**src/mcal_pkg.sv**
```systemverilog
// ==========================================================================
`default_nettype none
package mcal_pkg;
	// ======================================================================
	// Device map
	localparam logic [7:0]  TBL_SEL_ADDR   = 8'h7F;
	localparam logic [7:0]  TBL_CAL        = 8'h02;
	localparam logic [7:0]  SHIFT_A_ADDR   = 8'h8E;
	localparam logic [7:0]  SHIFT_B_ADDR   = 8'h8F;
	localparam logic [7:0]  SCALE_BASE     = 8'h94;
	localparam logic [7:0]  OFFSET_BASE    = 8'hA4;
	localparam logic [7:0]  READING_BASE   = 8'h64;
	localparam logic [7:0]  SHIFT_RESET    = 8'h00;
	localparam int          SHIFT_HI_POS   = 4;
	localparam int          SHIFT_LO_POS   = 0;
	localparam logic [15:0] CLAMP_FULL     = 16'hFFF8;
	localparam logic [15:0] OFFSET_ZERO    = 16'h0000;
	// ======================================================================
	// Software register map (APB byte addresses)
	localparam logic [7:0]  REG_CTRL       = 8'h00;
	localparam logic [7:0]  REG_EXPECT     = 8'h04;
	localparam logic [7:0]  REG_STATUS     = 8'h08;
	localparam logic [7:0]  REG_READINGS   = 8'h0C;
	localparam logic [7:0]  REG_OFFSET     = 8'h10;
	localparam int          CTRL_START_POS = 0;
	localparam int          CTRL_CH_POS    = 4;
	localparam int          CTRL_SHIFT_POS = 8;
	localparam int          STAT_BUSY_POS  = 0;
	localparam int          STAT_DONE_POS  = 1;
	localparam int          STAT_SCALE_POS = 16;
	// ======================================================================
	// Timing
	localparam int          CLK_PERIOD_NS  = 10;
	localparam int          SETTLE_NS      = 100000;
	localparam int          SETTLE_CYCLES  = SETTLE_NS / CLK_PERIOD_NS;
endpackage
`default_nettype wire

```
**src/mcal_settle.sv**
```systemverilog
`timescale 1ns/1ps
`default_nettype none
module mcal_settle #(
	parameter int CYCLES = 16
) (
	input  wire logic sys_clk,
	input  wire logic rst,
	input  wire logic start,
	output logic      done
);
	logic [31:0] count;
	logic        run;

	// ======================================================================
	// Counts out one conversion period after a gain or level change
	always_ff @(posedge sys_clk or posedge rst) begin
		if (rst) begin
			count <= 32'h00000000;
			run   <= 1'b0;
			done  <= 1'b0;
		end else begin
			done <= 1'b0;
			if (start) begin
				count <= 32'h00000001;
				run   <= 1'b1;
			end else if (run) begin
				if (count >= 32'(CYCLES)) begin
					run  <= 1'b0;
					done <= 1'b1;
				end else begin
					count <= count + 32'h00000001;
				end
			end
		end
	end
endmodule
`default_nettype wire

```
**src/mcal_dev_xfer.sv**
```systemverilog
`timescale 1ns/1ps
`default_nettype none
module mcal_dev_xfer (
	input  wire logic        sys_clk,
	input  wire logic        rst,
	input  wire logic        op_req,
	input  wire logic        op_wr,
	input  wire logic        op_word,
	input  wire logic [7:0]  op_addr,
	input  wire logic [15:0] op_wdata,
	output logic             op_done,
	output logic [15:0]      op_rdata,
	output logic             dev_req,
	output logic             dev_wr,
	output logic [7:0]       dev_addr,
	output logic [7:0]       dev_wdata,
	input  wire logic [7:0]  dev_rdata,
	input  wire logic        dev_ack
);
	logic       busy;
	logic       word;
	logic       second;
	logic       gap;
	logic [7:0] low_byte;

	// ======================================================================
	// Word transfers are two byte cycles, high byte at the lower address
	always_ff @(posedge sys_clk or posedge rst) begin
		if (rst) begin
			busy      <= 1'b0;
			word      <= 1'b0;
			second    <= 1'b0;
			gap       <= 1'b0;
			low_byte  <= 8'h00;
			op_done   <= 1'b0;
			op_rdata  <= 16'h0000;
			dev_req   <= 1'b0;
			dev_wr    <= 1'b0;
			dev_addr  <= 8'h00;
			dev_wdata <= 8'h00;
		end else begin
			op_done <= 1'b0;
			if (op_req && !busy) begin
				busy      <= 1'b1;
				word      <= op_word;
				second    <= 1'b0;
				low_byte  <= op_wdata[7:0];
				op_rdata  <= 16'h0000;
				dev_req   <= 1'b1;
				dev_wr    <= op_wr;
				dev_addr  <= op_addr;
				dev_wdata <= op_word ? op_wdata[15:8] : op_wdata[7:0];
			end else if (dev_req && dev_ack) begin
				dev_req <= 1'b0;
				if (!dev_wr) begin
					if (word && !second) begin
						op_rdata[15:8] <= dev_rdata;
					end else begin
						op_rdata[7:0] <= dev_rdata;
					end
				end
				if (word && !second) begin
					second <= 1'b1;
					gap    <= 1'b1;
				end else begin
					busy    <= 1'b0;
					op_done <= 1'b1;
				end
			end else if (gap) begin
				// One idle cycle between bytes so the device sees a fresh request
				gap       <= 1'b0;
				dev_req   <= 1'b1;
				dev_addr  <= dev_addr + 8'h01;
				dev_wdata <= low_byte;
			end
		end
	end
endmodule
`default_nettype wire

```
**src/mcal_ctrl.sv**
```systemverilog
// Local design decision: the APB slave port.
`timescale 1ns/1ps
`default_nettype none
module mcal_ctrl #(
	parameter int SETTLE_CYCLES = mcal_pkg::SETTLE_CYCLES
) (
	input  wire logic        sys_clk,
	input  wire logic        rst,
	input  wire logic        psel,
	input  wire logic        penable,
	input  wire logic        pwrite,
	input  wire logic [7:0]  paddr,
	input  wire logic [31:0] pwdata,
	output logic [31:0]      prdata,
	output logic             pready,
	output logic             pslverr,
	output logic             dev_req,
	output logic             dev_wr,
	output logic [7:0]       dev_addr,
	output logic [7:0]       dev_wdata,
	input  wire logic [7:0]  dev_rdata,
	input  wire logic        dev_ack,
	output logic [1:0]       force_channel,
	output logic             force_high,
	output logic             force_null
);
	typedef enum {
		ST_IDLE, ST_SEL_TBL, ST_RD_SHIFT, ST_WR_SHIFT0, ST_WR_OFS0,
		ST_TRY, ST_HI_WAIT, ST_RD_HI, ST_NULL_WAIT, ST_RD_NULL, ST_JUDGE,
		ST_NEXT, ST_WR_SCALE, ST_FIN_WAIT, ST_FIN_RD, ST_WR_OFS, ST_WR_SHIFT,
		ST_DONE
	} mcal_state_t;

	mcal_state_t state;
	logic [1:0]  channel;
	logic [2:0]  final_shift;
	logic [15:0] expected_null_count;
	logic [15:0] expected_high_count;
	logic        start_pulse;
	logic        done_flag;
	logic [15:0] trial;
	logic [3:0]  bit_idx;
	logic [15:0] high_reading;
	logic [15:0] null_reading;
	logic [15:0] offset_value;
	logic [7:0]  shift_byte;
	logic [2:0]  cur_shift;
	logic        issued;
	logic        op_req;
	logic        op_wr;
	logic        op_word;
	logic [7:0]  op_addr;
	logic [15:0] op_wdata;
	logic        op_done;
	logic [15:0] op_rdata;
	logic        wait_start;
	logic        wait_done;
	logic [15:0] clamp;
	logic [16:0] meas_diff;
	logic [16:0] exp_diff;
	logic [7:0]  shift_addr;
	logic [7:0]  ch_word_ofs;
	logic [7:0]  shift_mask;
	logic [7:0]  final_field;

	// ======================================================================
	// Derived values
	assign clamp       = mcal_pkg::CLAMP_FULL >> cur_shift;
	assign meas_diff   = {1'b0, high_reading} - {1'b0, null_reading};
	assign exp_diff    = {1'b0, expected_high_count} - {1'b0, expected_null_count};
	assign ch_word_ofs = {5'b00000, channel, 1'b0};
	assign shift_addr  = channel[1] ? mcal_pkg::SHIFT_B_ADDR : mcal_pkg::SHIFT_A_ADDR;
	// Even channel of a pair sits in the upper field
	assign shift_mask  = channel[0] ? (8'h07 << mcal_pkg::SHIFT_LO_POS)
	                                : (8'h07 << mcal_pkg::SHIFT_HI_POS);
	assign final_field = channel[0] ? ({5'b00000, final_shift} << mcal_pkg::SHIFT_LO_POS)
	                                : ({5'b00000, final_shift} << mcal_pkg::SHIFT_HI_POS);

	// ======================================================================
	// APB slave, zero wait states
	always_ff @(posedge sys_clk or posedge rst) begin
		if (rst) begin
			pready  <= 1'b0;
			pslverr <= 1'b0;
			prdata  <= 32'h00000000;
		end else begin
			pready  <= psel && !penable && !pready;
			pslverr <= 1'b0;
			prdata  <= 32'h00000000;
			if (psel && !penable) begin
				if (paddr == mcal_pkg::REG_CTRL) begin
					prdata <= {21'h000000, final_shift, 2'b00, channel, 4'h0};
				end else if (paddr == mcal_pkg::REG_EXPECT) begin
					prdata <= {expected_high_count, expected_null_count};
				end else if (paddr == mcal_pkg::REG_STATUS) begin
					// A finished run is not busy: it takes a new start at once
					prdata <= {trial, 14'h0000, done_flag, state != ST_IDLE && state != ST_DONE};
				end else if (paddr == mcal_pkg::REG_READINGS) begin
					prdata <= {high_reading, null_reading};
				end else if (paddr == mcal_pkg::REG_OFFSET) begin
					prdata <= {16'h0000, offset_value};
				end else begin
					pslverr <= 1'b1;
				end
			end
		end
	end

	// Setup written at the access edge; start is ignored while busy
	always_ff @(posedge sys_clk or posedge rst) begin
		if (rst) begin
			channel             <= 2'b00;
			final_shift         <= 3'b000;
			expected_null_count <= 16'h0000;
			expected_high_count <= 16'h0000;
			start_pulse         <= 1'b0;
		end else begin
			start_pulse <= 1'b0;
			if (psel && penable && pready && pwrite) begin
				if (paddr == mcal_pkg::REG_CTRL) begin
					if (state == ST_IDLE || state == ST_DONE) begin
						channel     <= pwdata[mcal_pkg::CTRL_CH_POS +: 2];
						final_shift <= pwdata[mcal_pkg::CTRL_SHIFT_POS +: 3];
						start_pulse <= pwdata[mcal_pkg::CTRL_START_POS];
					end
				end else if (paddr == mcal_pkg::REG_EXPECT) begin
					// Counts already scaled by the applied input fraction
					expected_null_count <= pwdata[15:0];
					expected_high_count <= pwdata[31:16];
				end
			end
		end
	end

	// ======================================================================
	// Device access and settling helpers
	mcal_dev_xfer u_xfer (
		.sys_clk   (sys_clk),
		.rst       (rst),
		.op_req    (op_req),
		.op_wr     (op_wr),
		.op_word   (op_word),
		.op_addr   (op_addr),
		.op_wdata  (op_wdata),
		.op_done   (op_done),
		.op_rdata  (op_rdata),
		.dev_req   (dev_req),
		.dev_wr    (dev_wr),
		.dev_addr  (dev_addr),
		.dev_wdata (dev_wdata),
		.dev_rdata (dev_rdata),
		.dev_ack   (dev_ack)
	);

	mcal_settle #(
		.CYCLES (SETTLE_CYCLES)
	) u_settle (
		.sys_clk (sys_clk),
		.rst     (rst),
		.start   (wait_start),
		.done    (wait_done)
	);

	// ======================================================================
	// Calibration sequence; each step that touches the device issues one operation and waits for it
	always_ff @(posedge sys_clk or posedge rst) begin
		if (rst) begin
			state         <= ST_IDLE;
			issued        <= 1'b0;
			op_req        <= 1'b0;
			op_wr         <= 1'b0;
			op_word       <= 1'b0;
			op_addr       <= 8'h00;
			op_wdata      <= 16'h0000;
			wait_start    <= 1'b0;
			trial         <= 16'h0000;
			bit_idx       <= 4'hF;
			high_reading  <= 16'h0000;
			null_reading  <= 16'h0000;
			offset_value  <= 16'h0000;
			shift_byte    <= mcal_pkg::SHIFT_RESET;
			cur_shift     <= 3'b000;
			done_flag     <= 1'b0;
			force_channel <= 2'b00;
			force_high    <= 1'b0;
			force_null    <= 1'b0;
		end else begin
			op_req     <= 1'b0;
			wait_start <= 1'b0;
			case (state)
			ST_IDLE, ST_DONE: begin
				if (start_pulse) begin
					done_flag     <= 1'b0;
					force_channel <= channel;
					trial         <= 16'h0000;
					bit_idx       <= 4'hF;
					state         <= ST_SEL_TBL;
				end
			end
			ST_SEL_TBL: begin
				if (!issued) begin
					issued   <= 1'b1;
					op_req   <= 1'b1;
					op_wr    <= 1'b1;
					op_word  <= 1'b0;
					op_addr  <= mcal_pkg::TBL_SEL_ADDR;
					op_wdata <= {8'h00, mcal_pkg::TBL_CAL};
				end else if (op_done) begin
					issued <= 1'b0;
					state  <= ST_RD_SHIFT;
				end
			end
			ST_RD_SHIFT: begin
				if (!issued) begin
					issued  <= 1'b1;
					op_req  <= 1'b1;
					op_wr   <= 1'b0;
					op_word <= 1'b0;
					op_addr <= shift_addr;
				end else if (op_done) begin
					issued     <= 1'b0;
					shift_byte <= op_rdata[7:0];
					state      <= ST_WR_SHIFT0;
				end
			end
			ST_WR_SHIFT0: begin
				if (!issued) begin
					// Keep the partner channel's count untouched
					issued   <= 1'b1;
					op_req   <= 1'b1;
					op_wr    <= 1'b1;
					op_addr  <= shift_addr;
					op_wdata <= {8'h00, shift_byte & ~shift_mask};
				end else if (op_done) begin
					issued    <= 1'b0;
					cur_shift <= 3'b000;
					state     <= ST_WR_OFS0;
				end
			end
			ST_WR_OFS0: begin
				if (!issued) begin
					issued   <= 1'b1;
					op_req   <= 1'b1;
					op_wr    <= 1'b1;
					op_word  <= 1'b1;
					op_addr  <= mcal_pkg::OFFSET_BASE + ch_word_ofs;
					op_wdata <= mcal_pkg::OFFSET_ZERO;
				end else if (op_done) begin
					issued <= 1'b0;
					state  <= ST_TRY;
				end
			end
			ST_TRY: begin
				if (!issued) begin
					issued   <= 1'b1;
					trial    <= trial | (16'h0001 << bit_idx);
					op_req   <= 1'b1;
					op_wr    <= 1'b1;
					op_word  <= 1'b1;
					op_addr  <= mcal_pkg::SCALE_BASE + ch_word_ofs;
					op_wdata <= trial | (16'h0001 << bit_idx);
				end else if (op_done) begin
					issued     <= 1'b0;
					force_high <= 1'b1;
					force_null <= 1'b0;
					wait_start <= 1'b1;
					state      <= ST_HI_WAIT;
				end
			end
			ST_HI_WAIT, ST_NULL_WAIT, ST_FIN_WAIT: begin
				if (wait_done) begin
					if (state == ST_HI_WAIT) begin
						state <= ST_RD_HI;
					end else if (state == ST_NULL_WAIT) begin
						state <= ST_RD_NULL;
					end else begin
						state <= ST_FIN_RD;
					end
				end
			end
			ST_RD_HI, ST_RD_NULL, ST_FIN_RD: begin
				if (!issued) begin
					issued  <= 1'b1;
					op_req  <= 1'b1;
					op_wr   <= 1'b0;
					op_word <= 1'b1;
					op_addr <= mcal_pkg::READING_BASE + ch_word_ofs;
				end else if (op_done) begin
					issued <= 1'b0;
					if (state == ST_RD_HI) begin
						high_reading <= op_rdata;
						if (op_rdata >= clamp) begin
							trial <= trial & ~(16'h0001 << bit_idx);
							state <= ST_NEXT;
						end else begin
							force_high <= 1'b0;
							force_null <= 1'b1;
							wait_start <= 1'b1;
							state      <= ST_NULL_WAIT;
						end
					end else if (state == ST_RD_NULL) begin
						null_reading <= op_rdata;
						state        <= ST_JUDGE;
					end else begin
						null_reading <= op_rdata;
						// Null must read zero: correction is the reading shifted right by two
						offset_value <= {2'b00, op_rdata[15:2]};
						force_null   <= 1'b0;
						state        <= ST_WR_OFS;
					end
				end
			end
			ST_JUDGE: begin
				// Unsigned-safe: both differences widened by one bit
				if ($signed(meas_diff) > $signed(exp_diff)) begin
					trial <= trial & ~(16'h0001 << bit_idx);
				end
				state <= ST_NEXT;
			end
			ST_NEXT: begin
				force_high <= 1'b0;
				force_null <= 1'b0;
				if (bit_idx == 4'h0) begin
					state <= ST_WR_SCALE;
				end else begin
					bit_idx <= bit_idx - 4'h1;
					state   <= ST_TRY;
				end
			end
			ST_WR_SCALE: begin
				if (!issued) begin
					issued   <= 1'b1;
					op_req   <= 1'b1;
					op_wr    <= 1'b1;
					op_word  <= 1'b1;
					op_addr  <= mcal_pkg::SCALE_BASE + ch_word_ofs;
					op_wdata <= trial;
				end else if (op_done) begin
					issued     <= 1'b0;
					force_null <= 1'b1;
					wait_start <= 1'b1;
					state      <= ST_FIN_WAIT;
				end
			end
			ST_WR_OFS: begin
				if (!issued) begin
					issued   <= 1'b1;
					op_req   <= 1'b1;
					op_wr    <= 1'b1;
					op_word  <= 1'b1;
					op_addr  <= mcal_pkg::OFFSET_BASE + ch_word_ofs;
					op_wdata <= offset_value;
				end else if (op_done) begin
					issued <= 1'b0;
					state  <= ST_WR_SHIFT;
				end
			end
			ST_WR_SHIFT: begin
				if (!issued) begin
					// Shifting goes on last, after gain and offset are trimmed
					issued   <= 1'b1;
					op_req   <= 1'b1;
					op_wr    <= 1'b1;
					op_word  <= 1'b0;
					op_addr  <= shift_addr;
					op_wdata <= {8'h00, (shift_byte & ~shift_mask) | final_field};
				end else if (op_done) begin
					issued    <= 1'b0;
					cur_shift <= final_shift;
					done_flag <= 1'b1;
					state     <= ST_DONE;
				end
			end
			default: begin
				state <= ST_IDLE;
			end
			endcase
		end
	end
endmodule
`default_nettype wire

```
**config.mk**
```make
export PLATFORM = sky130hd
export DESIGN_NAME = mcal_ctrl
export DESIGN_NICKNAME = d
export VERILOG_FILES = /design/src/mcal_pkg.sv /design/src/mcal_settle.sv /design/src/mcal_dev_xfer.sv /design/src/mcal_ctrl.sv
export SDC_FILE = /design/constraint.sdc
export NUM_CORES = 1
export LEC_CHECK = 0
export BUFFER_PORTS_ARGS = -buffer_cell sky130_fd_sc_hd__buf_2
export CAP_MARGIN = 20
export CORE_ASPECT_RATIO = 0.5
export CORE_MARGIN = 8
export CORE_UTILIZATION = 40
export CTS_BUF_LIST = sky130_fd_sc_hd__clkbuf_8 sky130_fd_sc_hd__clkbuf_16
export DETAILED_ROUTE_END_ITERATION = 7
export GPL_ROUTABILITY_DRIVEN = 0
export PLACE_DENSITY = 0.59
export SYNTH_ARGS = -nofsm -noshare
export SYNTH_HDL_FRONTEND = slang
export SYNTH_SLANG_ARGS = --single-unit
export TNS_END_PERCENT = 50
```
**constraint.sdc**
```tcl
create_clock -name sys_clk -period 9.45 [get_ports sys_clk]
set_input_delay 1.89 -clock sys_clk [delete_from_list [all_inputs] [get_ports sys_clk]]
set_output_delay 1.89 -clock sys_clk [all_outputs]
set_load 0.005 [all_outputs]
```
Word level (Yosys, flattened, before mapping)

Index checks and enable logic that the tools add are counted.

Bits in registers: 296
Word-level logic and storage cells: 349
Output and inout bits: 56

Equality and inequality tests: 74
Mux-type cells: 140
Add/subtract/negate cells: 8
Order comparisons: 3
Reduce and logical (&&, ||, !) cells: 70
Shift-type cells: 2
Bitwise logic cells: 10

Operator list:

| operator                | count |
|---|---|
| $mux W32                | 29 |
| $pmux W32 S13           | 1 |
| $eq A32 B4 Y1 const B   | 10 |
| $mux W16                | 16 |
| $eq A32 B3 Y1 const B   | 4 |
| $eq A32 B5 Y1 const B   | 4 |
| $mux W8                 | 14 |
| $pmux W16 S7            | 1 |
| $ne A2 B2 Y1 const B    | 33 |
| $eq A32 B2 Y1 const B   | 2 |
| $logic_not A32 Y1       | 2 |
| $pmux W16 S4            | 1 |
| $mux W1                 | 55 |
| $pmux W8 S5             | 1 |
| $sub A16 B16 Y17        | 2 |
| $add A32 B1 Y32 const B | 1 |
| $eq A32 B1 Y1 const B   | 1 |
| $eq A32 B6 Y1 const B   | 1 |
| $ge A32 B14 Y1 const B  | 1 |
| $ne A32 B6 Y1 const B   | 1 |
| $reduce_bool A32 Y1     | 1 |
| $ne A2 B1 Y1 const B    | 12 |
| $reduce_and A3 Y1       | 8 |
| $reduce_and A20 Y1      | 1 |
| other kinds (51)        | 105 |

Longest topological paths before layout

Word-level depth: 8
Gate-level depth with buffers: 20
Gate-level depth less buffers: 18

By module

Synthesis repeated with hierarchy kept, for this count alone.

Cells, all modules: 1521
Area total of the unflattened synthesis: 14764.2 µm²

By module, submodules not included:

| module        | sequential area each (µm²) | area an instance (µm²) | cells each | instances |
|---|---|---|---|---|
| mcal_ctrl     | 4709.5                     | 11179.5                | 1178       | 1 |
| mcal_dev_xfer | 1176.1                     | 2079.5                 | 208        | 1 |
| mcal_settle   | 850.8                      | 1505.2                 | 135        | 1 |

Worst setup path before layout

No wires, ideal clock.

Path kind: register to register
Start: register high_reading[1]
End: register trial[2]
Period minus slack after synthesis: 3.816 ns
Cell stages (with the launch flop): 19
Arrival: 3.740 ns
Slack: 5.634 ns
Path buffers: 2
Data required time: 9.374 ns
Cells stage by stage: dfrtp_1 ha_1 nor2b_1 o31a_1 o211a_1 o311ai_0 o21ai_0 a21oi_1 xnor2_1 ha_1 nand4_1 nor3_1 nand4_1 a21oi_1 a211oi_4 and3_1 buf_6 buf_12 a21oi_4

Word-level cells in the longest chain between the ends: 4

Ends and longest elaborated chain:

| what                        | line             | source |
|---|---|---|
| from (decl)                 | mcal_ctrl.sv:43  | `logic [15:0] high_reading;` |
| from (signal assigned)      | mcal_ctrl.sv:291 | `high_reading <= op_rdata;` |
| $sub A16 B16 Y17            | mcal_ctrl.sv:69  | `assign meas_diff = {1'b0, high_reading} - {1'b0, null_reading};` |
| $gt A17 B17 Y1              | mcal_ctrl.sv:315 | `if ($signed(meas_diff) > $signed(exp_diff)) begin` |
| $ne A2 B2 Y1 (no line)      | -                |  |
| $reduce_and A8 Y1 (no line) | -                |  |
| to (signal assigned)        | mcal_ctrl.sv:256 | `trial <= trial \| (16'h0001 << bit_idx);` |
| to (signal assigned)        | mcal_ctrl.sv:293 | `trial <= trial & ~(16'h0001 << bit_idx);` |
| to (signal assigned)        | mcal_ctrl.sv:316 | `trial <= trial & ~(16'h0001 << bit_idx);` |
| to (decl)                   | mcal_ctrl.sv:41  | `logic [15:0] trial;` |

Every way passes these cells.
A chain may end at the register's enable or synchronous reset.

Final worst setup path

Start: register high_reading[0]
End: register trial[15]

The elaborated chain is that of the path after synthesis.

==> metrics.log <==
[metrics] routed length on met2: 18.86 mm
[metrics] total leakage power: approximately 0.0077 uW
[metrics] overflow left after global routing: 0
[metrics] setup tns final: 0 ns
[metrics] cell area after synthesis: 14540 sq um
[metrics] post-placement cell area: 15500 sq um
[metrics] gr usage total: 19.37%
[metrics] HP Class: flop to flop
[metrics] Critical Setup Path Class: flop to flop
[metrics] post-detail-place hpwl: 31.72 mm
[metrics] length of routed wiring on met1: approximately 21 mm
[metrics] Chip Width: roughly 290 um
[metrics] pin slew with the least headroom to its limit: 1.050 ns
[metrics] number of buffers inserted to repair setup after CTS: 0
[metrics] starting utilization of the core area: 40.53%
[metrics] fillcell total: 3417
[metrics] fraction of synthesized cell area taken by the top area cell type: 45.62%
[metrics] most common flop cell mapped by yosys: sky130_fd_sc_hd__dfrtp_1
[metrics] number of cells on the worst reg-to-reg path: 19
[metrics] overall via count from detail_route: ~12000
[metrics] cell depth of the worst hold path: 1
[metrics] pwr/cell area: 213.8 nW/um^2
[metrics] maximum clock path buffer count: 3
[metrics] RSZ-0062 raised after global routing: no
[metrics] shortest period the worst path allows: 4.878 ns
[metrics] Initial DRT Pass Iterations: 5
[metrics] max-slew violations: 0
[metrics] Inserted Clock Buffers: 28
[metrics] share of flip-flops with an asynchronous set or reset: 100.0%
[metrics] number of synthesized register bits: 269
[metrics] number of design-rule violations left by the first detailed-router iteration: 1284
[metrics] synthesized net count: 1626
[metrics] WP data arrival: 5.33 ns
[metrics] part of the cycle the worst path needs: 51.62%
[metrics] Die Span Y: between 150 and 200 um
[metrics] number of antenna violations at the first check in global routing: 3
[metrics] total of hold buffers inserted after clock tree synthesis: 0
[metrics] Cell Rows: 49
[metrics] number of warnings reported in the yosys synthesis log: 0
[metrics] register area share after synthesis: between 40% and 50%
[metrics] maximum fanout count along the critical path: 18
[metrics] internal reg-to-reg setup slack: 4.57 ns
[metrics] layout cell share with drive strength beyond 1: 17.66%
[metrics] Synth area leader: sky130_fd_sc_hd__dfrtp_1
[metrics] kind of launch point of the worst setup path: flop
[metrics] setup skew after layout: around 0.023 ns
[metrics] routed length on met3: 2.583 mm
[metrics] vias per cell: 5.558
[metrics] result of the run: completed
[metrics] reported max-cap violation count: 0
[metrics] Hold Vio Cnt, Final: 0
[metrics] synthesized instance count: 1503
[metrics] clock latency reported for the late side of the worst-skew pair: 0.57 ns
[metrics] number of distinct library cells after synthesis: 79
[metrics] nets: roughly 1700
[metrics] CTS Sinks: 269
[metrics] average wire length per cell after detail routing: ~20 um
[metrics] clock root cell: sky130_fd_sc_hd__clkbuf_16
[metrics] DRC viols: 0
[metrics] highest ir drop seen on vdd: 0.1104 mV
[metrics] kind of capture point of the worst setup path: flop
[metrics] area inside the core boundary: ~36000 sq um
[metrics] global-route wire length before repair: ~66 mm
[metrics] Crit path required time: 9.90 ns
[metrics] total length of routed wires: 42.84 mm
[metrics] top sig layer: met4
[metrics] growth of design area from synthesis to finish: 13.21%
[metrics] final design instance area without fill: 16460 sq um
[metrics] PortBufs: 109
[metrics] number of antenna repair diodes: 0
[metrics] via count of the first global-routing pass: 10980
[metrics] deepest level of the CTS H-tree: 1
[metrics] Avg Synthesized Cell Area: 9.671 sq um
[metrics] number of ports placed on the die boundary: 110
[metrics] number of synthesized flops with an enable pin: 0
[metrics] setup violation total in the final timing report: 0
[metrics] fmax: 0.2050 GHz
[metrics] dominant cells by area after synthesis: sky130_fd_sc_hd__dfrtp_1 (46%), sky130_fd_sc_hd__mux2_2 (6.0%), sky130_fd_sc_hd__ha_1 (5.8%), sky130_fd_sc_hd__nand2_1 (5.1%), sky130_fd_sc_hd__o21ai_0 (4.1%)
[metrics] largest net degree at the start of global routing: 166
[metrics] Slew HR: 29.45%
[metrics] antenna viol nets, final: 0
[metrics] CTS tree: yes
[metrics] Resized Gates After CTS: 0
[metrics] Die Area: 43060 sq um
[metrics] CTS clk-pin slew, worst paths: 0.06 ns
[Yosys cell counts (3+ instances only)]
| master | instances |
|---|---|
| sky130_fd_sc_hd__dfrtp_1 | 265 |
| sky130_fd_sc_hd__nand2_1 | 198 |
| sky130_fd_sc_hd__nor2_1 | 129 |
| sky130_fd_sc_hd__o21ai_0 | 118 |
| sky130_fd_sc_hd__mux2_2 | 78 |
| sky130_fd_sc_hd__a21oi_1 | 72 |
| sky130_fd_sc_hd__ha_1 | 67 |
| sky130_fd_sc_hd__inv_1 | 60 |
| sky130_fd_sc_hd__clkbuf_1 | 55 |
| sky130_fd_sc_hd__nor2b_1 | 33 |
| sky130_fd_sc_hd__a31oi_1 | 32 |
| sky130_fd_sc_hd__a22oi_1 | 31 |
| sky130_fd_sc_hd__nand3_1 | 31 |
| sky130_fd_sc_hd__xnor2_1 | 25 |
| sky130_fd_sc_hd__nor3_1 | 23 |
| sky130_fd_sc_hd__nand2b_1 | 22 |
| sky130_fd_sc_hd__a21o_1 | 20 |
| sky130_fd_sc_hd__xor2_1 | 20 |
| sky130_fd_sc_hd__and3_1 | 15 |
| sky130_fd_sc_hd__a211oi_1 | 13 |
| sky130_fd_sc_hd__mux2i_1 | 13 |
| sky130_fd_sc_hd__nand4_1 | 13 |
| sky130_fd_sc_hd__a41oi_1 | 12 |
| sky130_fd_sc_hd__a21oi_4 | 11 |
| sky130_fd_sc_hd__and2_1 | 11 |
| sky130_fd_sc_hd__or3_1 | 10 |
| sky130_fd_sc_hd__nor4_1 | 9 |
| sky130_fd_sc_hd__o21bai_1 | 8 |
| sky130_fd_sc_hd__a221oi_1 | 7 |
| sky130_fd_sc_hd__o21a_1 | 7 |
| sky130_fd_sc_hd__buf_2 | 6 |
| sky130_fd_sc_hd__o31ai_1 | 6 |
| sky130_fd_sc_hd__buf_1 | 5 |
| sky130_fd_sc_hd__o211ai_1 | 5 |
| sky130_fd_sc_hd__or2_2 | 5 |
| sky130_fd_sc_hd__dfstp_2 | 4 |
| sky130_fd_sc_hd__o31a_1 | 4 |
| sky130_fd_sc_hd__a222oi_1 | 3 |
| sky130_fd_sc_hd__and4_1 | 3 |
| sky130_fd_sc_hd__buf_6 | 3 |
| sky130_fd_sc_hd__o22ai_1 | 3 |
[final timing paths]
kind / from / end
max: high_reading[0] / trial[15]
min: pready / pready
max reg2reg: high_reading[0] / trial[15]
min reg2reg: pready / pready
max in group asynchronous: rst / start_pulse
min in group asynchronous: rst / u_xfer.op_rdata[13]
[routing by layer]
layer / GRT usage [%] / up-vias
met2: 29.65 / 360
met1: 28.95 / 5717
li1: - / 5493
met5: 0 / -
met4: 3.903 / 0
met3: 2.920 / 58
[logic make-up (layout without fill, tap and decap cells)]
group	Yosys count	after routing	share of synthesized area [%]
AND/OR/NAND/NOR	517	517	16.78
AO/OA/AOI/OAI	378	378	17.35
flip-flops	269	269	46.35
buffers and inverters	134	239	3.839
multiplexers	91	91	6.938
adder cells (fa/ha/maj)	69	69	6.043
XOR/XNOR	45	45	2.712
[power by group]
group / total, uW / switching [uW] / internal [uW]
sequential: 1460 / 182 / 1280
clock: 1110 / 481 / 627
combinational: 951 / 577 / 374
[layout make-up]
class,instances,area [sq um],area share (%)
clock buffer,32,755.7,4.592
timing repair buffer,125,705.7,4.288
sequential,269,6736,40.94
tap,484,605.6,3.680
inverter,62,241.5,1.467
multi-input combinational,1100,7251,44.06
clock inverter,20,160.2,0.9732
[worst max-delay path, stage by stage (launching register included)]
cell and delay [ns]:
sky130_fd_sc_hd__dfrtp_1 0.39, sky130_fd_sc_hd__inv_1 0.09, sky130_fd_sc_hd__ha_1 0.21, sky130_fd_sc_hd__inv_1 0.07, sky130_fd_sc_hd__fa_1 0.42, sky130_fd_sc_hd__a211oi_1 0.35, sky130_fd_sc_hd__o21ai_0 0.21, sky130_fd_sc_hd__nand3_1 0.13
sky130_fd_sc_hd__a31oi_1 0.12, sky130_fd_sc_hd__a221o_1 0.35, sky130_fd_sc_hd__xor2_1 0.16, sky130_fd_sc_hd__ha_1 0.32, sky130_fd_sc_hd__nand4_1 0.14, sky130_fd_sc_hd__nor3_1 0.09, sky130_fd_sc_hd__nand4_1 0.09, sky130_fd_sc_hd__a21oi_1 0.17
sky130_fd_sc_hd__a211oi_4 0.65, sky130_fd_sc_hd__and3_1 0.52, sky130_fd_sc_hd__buf_16 0.22, sky130_fd_sc_hd__a21oi_1 0.08
[registers in the layout, indices dropped and copies added, names as in the netlist, 5 cells and up]
signal               count
prdata                  32
u_settle.count          32
expected_high_count     16
expected_null_count     16
high_reading            16
null_reading            16
op_wdata                16
trial                   16
u_xfer.op_rdata         16
offset_value            14
op_addr                  8
shift_byte               8
u_xfer.dev_addr          8
u_xfer.dev_wdata         8
u_xfer.low_byte          8
state                    5
[metrics by stage]
stage               power, uW  std cells  worst slack, ns  utilization (%)  hold slack (ns)
global placement         2387       2038            4.370            43.21           0.4511
floorplan                2138       1503           0.1563                -           0.4388
global route             3722       2092            4.399            45.88           0.4856
detailed placement       2394       2038            4.304            43.21           0.4556
finish                   3518       2092            4.572            45.88           0.4711
CTS                      3505       2090            4.247            45.76           0.4639
[cell usage in the layout (no fill, tap or decap), types with 4 or more instances in the layout]
master / netlist / routed
sky130_fd_sc_hd__or3_1: 10 / 10
sky130_fd_sc_hd__o21ai_0: 118 / 118
sky130_fd_sc_hd__o31a_1: 4 / 4
sky130_fd_sc_hd__clkbuf_16: 0 / 28
sky130_fd_sc_hd__nand2b_1: 22 / 22
sky130_fd_sc_hd__xnor2_1: 25 / 25
sky130_fd_sc_hd__mux2i_1: 13 / 13
sky130_fd_sc_hd__and3_1: 15 / 15
sky130_fd_sc_hd__clkinv_2: 1 / 7
sky130_fd_sc_hd__o21bai_1: 8 / 8
sky130_fd_sc_hd__a21o_1: 20 / 20
sky130_fd_sc_hd__nand2_1: 198 / 198
sky130_fd_sc_hd__or2_2: 5 / 5
sky130_fd_sc_hd__xor2_1: 20 / 20
sky130_fd_sc_hd__o21a_1: 7 / 7
sky130_fd_sc_hd__o211ai_1: 5 / 5
sky130_fd_sc_hd__inv_1: 60 / 67
sky130_fd_sc_hd__nand3_1: 31 / 31
sky130_fd_sc_hd__a211oi_1: 13 / 13
sky130_fd_sc_hd__buf_2: 6 / 109
sky130_fd_sc_hd__a31oi_1: 32 / 32
sky130_fd_sc_hd__and2_1: 11 / 11
sky130_fd_sc_hd__dfstp_2: 4 / 4
sky130_fd_sc_hd__clkbuf_8: 0 / 4
sky130_fd_sc_hd__a221oi_1: 7 / 7
sky130_fd_sc_hd__a21oi_4: 11 / 11
sky130_fd_sc_hd__dfrtp_1: 265 / 265
sky130_fd_sc_hd__a41oi_1: 12 / 12
sky130_fd_sc_hd__nor2_1: 129 / 128
sky130_fd_sc_hd__a21oi_1: 72 / 72
sky130_fd_sc_hd__nand4_1: 13 / 13
sky130_fd_sc_hd__nor4_1: 9 / 9
sky130_fd_sc_hd__o31ai_1: 6 / 6
sky130_fd_sc_hd__mux2_2: 78 / 78
sky130_fd_sc_hd__nor3_1: 23 / 22
sky130_fd_sc_hd__a22oi_1: 31 / 31
sky130_fd_sc_hd__buf_4: 2 / 13
sky130_fd_sc_hd__nor2b_1: 33 / 32
sky130_fd_sc_hd__ha_1: 67 / 67
No activity file was read; power rests on OpenSTA's default activity.
